## src/hw/ifs_pkg.sv

```systemverilog
// constants and types, including the display selection type, for the ignition fault/status sequencer
// assumes a single 200 MHz clock and synchronous inputs
// Function
// leakage fault: wait, code 7, one-minute delay
// low supply: wait, code 8, one-minute delay
// third retry per demand: code 6+2, delay
// sixth flame loss per demand: 6+3, delay
// stray flame over 10 s: 6+4, lockout
// soft lockout auto resets after one hour
// self-check error: soft lockout, LED on
// heartbeat: half second bright, half dim
// single code: flashes at 2 Hz, 2 s dark
// two-part code: X, 2 s, Y, 3 s dark
// stray flame gone within 10 s: resume
// no pilot proven: code 2, five-minute wait
// escalation counters clear when demand ends
`default_nettype none
package ifs_pkg;
  // timing base
  localparam longint unsigned CLK_HZ = 64'd200000000;
  localparam longint unsigned TICK_MS = 64'd250;
  localparam longint unsigned TICK_CYC = CLK_HZ / 64'd1000 * TICK_MS;
  // times in seconds, converted to quarter-second ticks
  localparam int unsigned WAIT_S = 60;
  localparam int unsigned RETRY_S = 300;
  localparam int unsigned STRAY_S = 10;
  localparam int unsigned LOCK_S = 3600;
  localparam int unsigned TPS = 4;
  localparam logic [15:0] WAIT_TK = 16'(WAIT_S * TPS);
  localparam logic [15:0] RETRY_TK = 16'(RETRY_S * TPS);
  localparam logic [15:0] STRAY_TK = 16'(STRAY_S * TPS);
  localparam logic [15:0] LOCK_TK = 16'(LOCK_S * TPS);
  // flash pattern figures in ticks, then escalation counts
  localparam logic [4:0] HALF_TK = 5'h02;
  localparam logic [4:0] GAP1_TK = 5'h08;
  localparam logic [4:0] GAP2_TK = 5'h0c;
  localparam logic [2:0] RETRY_ESC = 3'h3;
  localparam logic [2:0] LOSS_ESC = 3'h6;
  // display selections
  typedef enum logic [2:0] {
    IFS_D_OFF = 3'h0,
    IFS_D_ON = 3'h1,
    IFS_D_BEAT = 3'h2,
    IFS_D_CODE = 3'h3
  } ifs_disp_t;
  // led levels: 2'h0 dark, 2'h1 dim, 2'h3 bright
  localparam logic [1:0] LED_DARK = 2'h0;
  localparam logic [1:0] LED_DIM = 2'h1;
  localparam logic [1:0] LED_BRIGHT = 2'h3;
endpackage : ifs_pkg
`default_nettype wire

```

## src/hw/ifs_disp_if.sv

```systemverilog
// carrier between sequencer and led pattern generator
// one clock domain, no handshake
`default_nettype none
interface ifs_disp_if;
  import ifs_pkg::*;
  ifs_disp_t mode; // what to show
  logic [3:0] first; // x flashes
  logic [3:0] second; // y flashes, zero for single code
  logic tick; // quarter-second strobe
  logic [1:0] led; // resulting level
  modport ctl (output mode, output first, output second, output tick, input led);
  modport gen (input mode, input first, input second, input tick, output led);
endinterface : ifs_disp_if
`default_nettype wire

```

## src/hw/ifs_sequencer.sv

```systemverilog
// ignition fault/status sequencer top: fault waits, retry delays, lockout, status led
// assumes all inputs synchronous to clk; trial outcomes arrive as one-cycle pulses
`default_nettype none
module ifs_sequencer
  import ifs_pkg::*;
#(
  parameter longint unsigned TICK_CYCLES = TICK_CYC // shorten in simulation
) (
  input wire logic clk,
  input wire logic reset_n,
  input wire logic heat_demand, // thermostat call for heat
  input wire logic flame_sensed, // flame present
  input wire logic leak_fault, // flame sense leakage to ground
  input wire logic low_supply, // low secondary supply
  input wire logic selfcheck_err, // internal self-check failed, pulse
  input wire logic trial_expecting, // trial or run: flame is expected now
  input wire logic trial_failed, // pulse: no pilot proven in trial
  input wire logic flame_lost_run, // pulse: flame failed during run
  output logic [1:0] led_level, // 0 dark, 1 dim, 3 bright
  output logic hold_off, // valves and spark held off
  output logic soft_lockout // in soft lockout
);
  typedef enum logic [6:0] {
    ST_NORM = 7'h01, ST_FWAIT = 7'h02, ST_FDELAY = 7'h04, ST_RETRY = 7'h08,
    ST_STRAY = 7'h10, ST_STRAYW = 7'h20, ST_LOCK = 7'h40
  } ifs_st_t;
  typedef struct packed {
    ifs_st_t st;
    logic [31:0] pre; // tick prescaler
    logic tick;
    logic [15:0] cnt; // timer in ticks
    logic [2:0] retries; // failed trials this demand
    logic [2:0] losses; // run flame losses this demand
    logic [3:0] cx; // code shown
    logic [3:0] cy;
    logic on_lock; // lockout from self check
    logic hold_reg;
    logic lock_reg;
    logic [1:0] led_reg;
  } ifs_seq_t;
  ifs_seq_t s, sn;
  ifs_disp_if d();

  // main state step
  always_comb begin
    sn = s;
    sn.tick = 1'b0;
    sn.pre = s.pre + 32'h1;
    if (s.pre >= 32'(TICK_CYCLES - 64'd1)) begin
      sn.pre = 32'h0;
      sn.tick = 1'b1;
    end
    if (s.tick && s.cnt != 16'h0) sn.cnt = s.cnt - 16'h0001;
    // counters clear when demand ends
    if (!heat_demand) begin
      sn.retries = 3'h0;
      sn.losses = 3'h0;
    end
    case (s.st)
      ST_NORM: begin
        if (heat_demand) begin
          sn.cx = 4'h0;
          sn.cy = 4'h0;
        end
        if (leak_fault || low_supply) begin
          // leakage wait code 7
          // low supply code 8
          sn.st = ST_FWAIT;
          sn.cx = leak_fault ? 4'h7 : 4'h8;
          sn.cy = 4'h0;
        end else if (flame_sensed && !trial_expecting) begin
          sn.st = ST_STRAY;
          sn.cnt = STRAY_TK;
          sn.cx = 4'h4;
          sn.cy = 4'h0;
        end else if (heat_demand && trial_failed) begin
          sn.st = ST_RETRY;
          sn.cnt = RETRY_TK;
          sn.retries = s.retries + 3'h1;
          // every third retry escalates
          if (s.retries + 3'h1 == RETRY_ESC) begin
            sn.retries = 3'h0;
            sn.cx = 4'h6;
            sn.cy = 4'h2;
          end else begin
            // no pilot, code 2 five minutes
            sn.cx = 4'h2;
            sn.cy = 4'h0;
          end
        end else if (heat_demand && flame_lost_run) begin
          sn.losses = s.losses + 3'h1;
          sn.cx = 4'h3;
          // sixth loss escalates to delay
          if (s.losses + 3'h1 == LOSS_ESC) begin
            sn.losses = 3'h0;
            sn.st = ST_RETRY;
            sn.cnt = RETRY_TK;
            sn.cx = 4'h6;
            sn.cy = 4'h3;
          end
        end
      end
      // held while fault present
      ST_FWAIT: begin
        if (!leak_fault && !low_supply) begin
          sn.st = ST_FDELAY;
          sn.cnt = WAIT_TK;
        end
      end
      // one minute after clearing
      ST_FDELAY: begin
        if (leak_fault || low_supply) sn.st = ST_FWAIT;
        else if (s.cnt == 16'h0) sn.st = ST_NORM;
      end
      // timed retry delay, then new trial
      ST_RETRY: begin
        if (s.cnt == 16'h0 || !heat_demand) sn.st = ST_NORM;
      end
      ST_STRAY: begin
        // cleared in time, back to normal
        if (!flame_sensed) begin
          sn.st = ST_NORM;
          sn.cx = 4'h0;
        end else if (s.cnt == 16'h0) begin
          // over ten seconds, code 6+4
          sn.st = ST_STRAYW;
          sn.cx = 4'h6;
          sn.cy = 4'h4;
        end
      end
      // wait for flame gone, then lockout
      ST_STRAYW: begin
        if (!flame_sensed) begin
          sn.st = ST_LOCK;
          sn.cnt = LOCK_TK;
        end
      end
      // one hour auto reset
      ST_LOCK: begin
        if (s.cnt == 16'h0) begin
          sn.st = ST_NORM;
          sn.on_lock = 1'b0;
          sn.cx = 4'h0;
          sn.cy = 4'h0;
          sn.retries = 3'h0;
          sn.losses = 3'h0;
        end
      end
      default: sn.st = ST_NORM;
    endcase
    // self-check error forces lockout
    if (selfcheck_err && s.st != ST_LOCK) begin
      sn.st = ST_LOCK;
      sn.cnt = LOCK_TK;
      sn.on_lock = 1'b1;
    end
    sn.hold_reg = (sn.st != ST_NORM);
    sn.lock_reg = (sn.st == ST_LOCK);
    sn.led_reg = d.led;
  end

  // display selection from current state
  always_comb begin
    d.tick = s.tick;
    d.first = s.cx;
    d.second = s.cy;
    if (s.on_lock) d.mode = IFS_D_ON;
    else if (s.cx != 4'h0) d.mode = IFS_D_CODE;
    else if (heat_demand) d.mode = IFS_D_BEAT;
    else d.mode = IFS_D_OFF;
  end

  ifs_led_gen u_led (
    .clk(clk),
    .reset_n(reset_n),
    .d(d.gen)
  );

  // state register
  always_ff @(posedge clk or negedge reset_n) begin
    if (!reset_n) begin
      s <= '{st: ST_NORM, pre: 32'h0, tick: 1'b0, cnt: 16'h0, retries: 3'h0, losses: 3'h0,
             cx: 4'h0, cy: 4'h0, on_lock: 1'b0, hold_reg: 1'b0, lock_reg: 1'b0,
             led_reg: LED_DARK};
    end else begin
      s <= sn;
    end
  end
  assign led_level = s.led_reg;
  assign hold_off = s.hold_reg;
  assign soft_lockout = s.lock_reg;
endmodule : ifs_sequencer
`default_nettype wire

```

## src/hw/ifs_led_gen.sv

```systemverilog
// led flash-pattern generator: heartbeat, single and two-part codes
// assumes a quarter-second tick strobe from the sequencer
`default_nettype none
module ifs_led_gen
  import ifs_pkg::*;
(
  input wire logic clk,
  input wire logic reset_n,
  ifs_disp_if.gen d
);
  typedef enum logic [3:0] {
    PG_FL1 = 4'h1, PG_GAP1 = 4'h2, PG_FL2 = 4'h4, PG_GAP2 = 4'h8
  } ifs_pg_t;
  typedef struct packed {
    ifs_pg_t ph; // pattern phase
    logic [4:0] tk; // ticks inside step
    logic [3:0] n; // flashes done
    logic [1:0] led_reg;
  } ifs_lg_t;
  ifs_lg_t s, sn;
  // flash index: lit for the first quarter second of each 2 Hz period
  function automatic logic flash_on(input logic [4:0] t);
    flash_on = (t == 5'h00);
  endfunction : flash_on

  // pattern stepping, one step per tick
  always_comb begin
    sn = s;
    if (d.mode != IFS_D_CODE) begin
      sn.ph = PG_FL1;
      sn.n = 4'h0;
    end
    if (d.tick) begin
      sn.tk = s.tk + 5'h01;
      case (d.mode)
        // heartbeat halves
        IFS_D_BEAT: begin
          if (s.tk == HALF_TK - 5'h01) sn.led_reg = (s.led_reg == LED_BRIGHT) ? LED_DIM : LED_BRIGHT;
          if (s.tk == HALF_TK - 5'h01) sn.tk = 5'h00;
        end
        // steady on
        IFS_D_ON: begin
          sn.led_reg = LED_BRIGHT;
          sn.tk = 5'h00;
        end
        IFS_D_CODE: begin
          case (s.ph)
            // x and y flashes at 2 Hz
            PG_FL1, PG_FL2: begin
              sn.led_reg = flash_on(s.tk) ? LED_BRIGHT : LED_DARK;
              // one 2 Hz period is half a second; >= also recovers a stale count
              if (s.tk >= HALF_TK - 5'h01) begin
                sn.tk = 5'h00;
                sn.n = s.n + 4'h1;
                if (s.n + 4'h1 >= ((s.ph == PG_FL1) ? d.first : d.second)) begin
                  sn.n = 4'h0;
                  sn.ph = (s.ph == PG_FL1) ? PG_GAP1 : PG_GAP2;
                end
              end
            end
            // two seconds dark after x
            PG_GAP1: begin
              sn.led_reg = LED_DARK;
              if (s.tk == GAP1_TK - 5'h01) begin
                sn.tk = 5'h00;
                sn.ph = (d.second == 4'h0) ? PG_FL1 : PG_FL2;
              end
            end
            // three seconds dark after y
            PG_GAP2: begin
              sn.led_reg = LED_DARK;
              if (s.tk == GAP2_TK - 5'h01) begin
                sn.tk = 5'h00;
                sn.ph = PG_FL1;
              end
            end
            default: sn.ph = PG_FL1;
          endcase
        end
        default: begin
          sn.led_reg = LED_DARK;
          sn.tk = 5'h00;
        end
      endcase
    end
  end

  // state register
  always_ff @(posedge clk or negedge reset_n) begin
    if (!reset_n) begin
      s <= '{ph: PG_FL1, tk: 5'h00, n: 4'h0, led_reg: LED_DARK};
    end else begin
      s <= sn;
    end
  end
  assign d.led = s.led_reg;
endmodule : ifs_led_gen
`default_nettype wire

```

## config.mk

```make
export PLATFORM = sky130hd
export DESIGN_NAME = ifs_sequencer
export DESIGN_NICKNAME = d
export VERILOG_FILES = /design/src/hw/ifs_pkg.sv /design/src/hw/ifs_disp_if.sv /design/src/hw/ifs_sequencer.sv /design/src/hw/ifs_led_gen.sv
export SDC_FILE = /design/constraint.sdc
export NUM_CORES = 1
export LEC_CHECK = 0
export BUFFER_PORTS_ARGS = -buffer_cell sky130_fd_sc_hd__buf_2
export CORE_UTILIZATION = 60
export DETAILED_ROUTE_END_ITERATION = 10
export PLACE_DENSITY = 0.89
export REMOVE_ABC_BUFFERS = 1
export SETUP_SLACK_MARGIN = 0.1
export SLEW_MARGIN = 5
export SYNTH_ARGS = -nofsm -noshare
export SYNTH_HDL_FRONTEND = slang
export SYNTH_HIERARCHICAL = 1
export SYNTH_SLANG_ARGS = --single-unit
```

## constraint.sdc

```tcl
create_clock -name clk -period 4.4 [get_ports clk]
set_input_delay 0.88 -clock clk [delete_from_list [all_inputs] [get_ports clk]]
set_output_delay 0.88 -clock clk [all_outputs]
set_load 0.1 [all_outputs]
```

==> results.md <==
* Clock Power Share at between 20% and 30%
* Worst-Margin Slew at between 1000 and 1500 ps
* # DRC at 0
* Min-Delay Path Class: register to register
* Worst setup path category: register to register
* Number of global-route vias before repair at 4031
* Buf+Inv Stages, Crit Path at 0
* Crit-path cells: nor4b_4 > mux2_2 > ha_1 > nand2b_1 > a211o_1 > a21oi_1 > o21ai_0 > o311ai_1
* Initial antenna violation count at 0
* Clock Sinks at 90
* Setup crit start kind: register
* Synthesis-to-layout area growth at 5.00%
* Register area share after synthesis at ~42%
* Post-route ant nets at 0
* Setup tns final at 0 ps
* Num CTS Buffers at 9
* #FFs+latches synth at 90
* Vias per Instance at ~6.3
* 1st-pass router iterations at 5
* Avg WL per Cell at about 16 um
* Die Y at between 90 and 100 um
* Critical path's largest stage delay at approximately 670 ps
* WL final at between 10000 and 15000 um
* First-pass GRT wire length at 19100 um
* Worst Path Max Fanout at 11
* # nets final at about 600
* Hold Fails Final Rpt at 0
* Setup slack after placement at roughly 1300 ps
* RSZ-0062 raised after global routing: no
* CP top delay family: compound AO/OA/AOI/OAI gates
* Total core area at roughly 8700 sq um
* Most flops, register: s
* Largest register FFs at 62
* Post-Route Utilization at between 60% and 70%
* Post-DP HPWL at 8190 um
* Number of distinct library cells after synthesis at 77
* CTS resizes at 0
* # fillers at around 690
* Minimum clock period at about 3200 ps
* Worst path arrival time at roughly 3400 ps
* Post-Syn Area at 5340 sq um
* Final setup viols at 0
* Slowest library cell on the worst path: dfstp_2
* Sw Ratio at 38.7%
* Layout cells sized above 1 at a little under a tenth
* Max IR drop VDD at approximately 0.3 mV
* CTS Hold Buffers Added at 0
* Post-synthesis async set-or-reset flop share at 100%
* Diode count at 0
* Die W at just under 100 um
* Grt ovf at 0
* Final worst path period share at between 70 and 80%
* GRT Util Overall at 26.7%
* Routed vias at 4359
* Worst skew pair latency at roughly 360 ps
* Comb pwr share at 32.8%
* CP required at between 4000 and 5000 ps
* Detailed router's first-iteration violation count at 329
* Lkg Pwr at ~2.3 nW
* Port bufs at 13
* Largest registers: s: 62 flops, u_led/s: 13 flops
* Syn Area/Cell at between 9 and 10 sq um
* Flop pwr share at 44.6%
* Status: finished, final reports clean
* H-tree level count at 3
* Min setup slack post-route at 1230 ps
* Clock transition at the registers of the reported paths at about 90 ps
* Post-CTS Repair Setup Buffers at 0
* Placer Congestion at approximately 0.96
* Starting density of the core at about three fifths
* Post-synth EDFFs at 0
* Worst Setup End Kind: register
* Pwr Density at 416 nW/um^2
* Slew headroom at a little over a fifth
* Fin. max-slew vios at 0
* FMAX at ~320 MHz
* Max-cap violations at 0
* Synth Instances at between 500 and 600
* Ports at 14
* # rows at 34
* CTS tree: built
* Largest net degree at the start of global routing at 91
* Worst Clk Skew at approximately 15 ps
* Sw Pwr at approximately 0.0009 W
* Die area at ~9300 sq um
* Synth warn at 6
* Root buffer cell: clkbuf_8
* Most used DFF post-synth: dfrtp_1
* CTS max path bufs at 2
* Int Power at between 0.001 and 0.0015 W
==> final timing paths <==
path                                startpoint            to  slack [ps]  cells past startpoint
worst max-delay path               u_led/s[11]   u_led/s[13]        1230                      8
worst min-delay path            u_led/d.led[1]  led_level[1]         420                      0
worst max register to register     u_led/s[11]   u_led/s[13]        1230                      8
worst min register to register  u_led/d.led[1]  led_level[1]         420                      0
max in group asynchronous              reset_n   u_led/s[14]        2960                      1
min in group asynchronous              reset_n         s[46]         730                      1
==> routing by layer <==
metal	wire (um)	GRT usage, %
met5	0	0
met4	197	9.31
met1	5080	37.0
met2	5430	42.8
met3	671	3.87
==> area by class of cell <==
class | instances | area [sq um] | share of cell area (%)
Timing Repair Buffer | 13 | 67.6 | 1.21
Clock buffer | 11 | 141 | 2.52
Sequential cell | 90 | 2250 | 40.3
Clock inverter | 5 | 42.5 | 0.759
Inverter | 25 | 93.8 | 1.68
Tap cell | 108 | 135 | 2.41
Multi-Input combinational cell | 438 | 2870 | 51.2
==> power groups by stage <==
stage / combinational (W) / sequential (W) / clock, W
6_report: 0.000763 / 0.00104 / 0.000527
5_1_grt: 0.000836 / 0.00105 / 0.000575
4_1_cts: 0.000751 / 0.00104 / 0.000537
3_5_place_dp: 0.000745 / 0.00105 / 0
3_3_place_gp: 0.000724 / 0.00105 / 0
2_1_floorplan: 0.000507 / 0.00110 / 0
==> synthesized netlist by cell type (15+ instances only) <==
cell,count,area (sq um)
xnor2_1,20,175
nor4_1,17,106
xor2_1,25,219
o21ai_0,25,125
dfrtp_1,88,2200
nor2_1,57,214
nand2_1,35,131
inv_1,25,93.8
a21oi_1,23,115
a31oi_1,15,93.8
nand3_1,33,165
==> through the flow <==
| step | hold slack, ps | power (W) | instances | area, sq um |
|---|---|---|---|---|
| floorplan | 368 | 0.00160 | 553 | 5210 |
| global placement | 381 | 0.00177 | 674 | 5420 |
| detailed placement | 405 | 0.00180 | 674 | 5420 |
| CTS | 425 | 0.00232 | 690 | 5600 |
| global route | 435 | 0.00246 | 690 | 5600 |
| finish | 419 | 0.00233 | 690 | 5600 |
==> placed cells by master (no fill, tap or decap), types with 3 or more instances in the layout <==
cell / instances
a211oi_1: 3
a21o_1: 3
a21oi_1: 22
a21oi_2: 3
a31oi_1: 15
a41oi_1: 3
and2_1: 4
and3_1: 11
and4_1: 3
buf_2: 12
clkbuf_8: 10
conb_1: 11
dfrtp_1: 88
ha_1: 14
inv_1: 25
inv_6: 4
mux2_1: 3
mux2i_1: 5
nand2_1: 35
nand2b_1: 10
nand3_1: 33
nand4_1: 10
nor2_1: 57
nor2b_1: 6
nor3_1: 14
nor4_1: 17
nor4b_1: 3
o211ai_1: 5
o21a_1: 3
o21ai_0: 25
o22ai_1: 6
o31ai_1: 6
or3_1: 9
or4_1: 3
xnor2_1: 20
xor2_1: 25
==> worst reg2reg max path, cell delays in order (launching register included) <==
cell	delay, ps
dfstp_2	670
nor4b_4	490
mux2_2	400
ha_1	270
nand2b_1	140
a211o_1	280
a21oi_1	350
o21ai_0	180
o311ai_1	280
==> logic make-up (layout without fill, tap and decap cells) <==
group	after synthesis	in the layout	synth area share (%)
compound gates	119	119	15.2
other cells	1	11	0.0703
buf+inv	52	54	4.78
flops	90	90	42.3
mux	9	9	1.78
xor+xnor	45	45	7.39
fa+ha+maj	14	14	3.28
simple gates	240	240	25.2
Note: power is estimated with default switching activity, not from simulation.
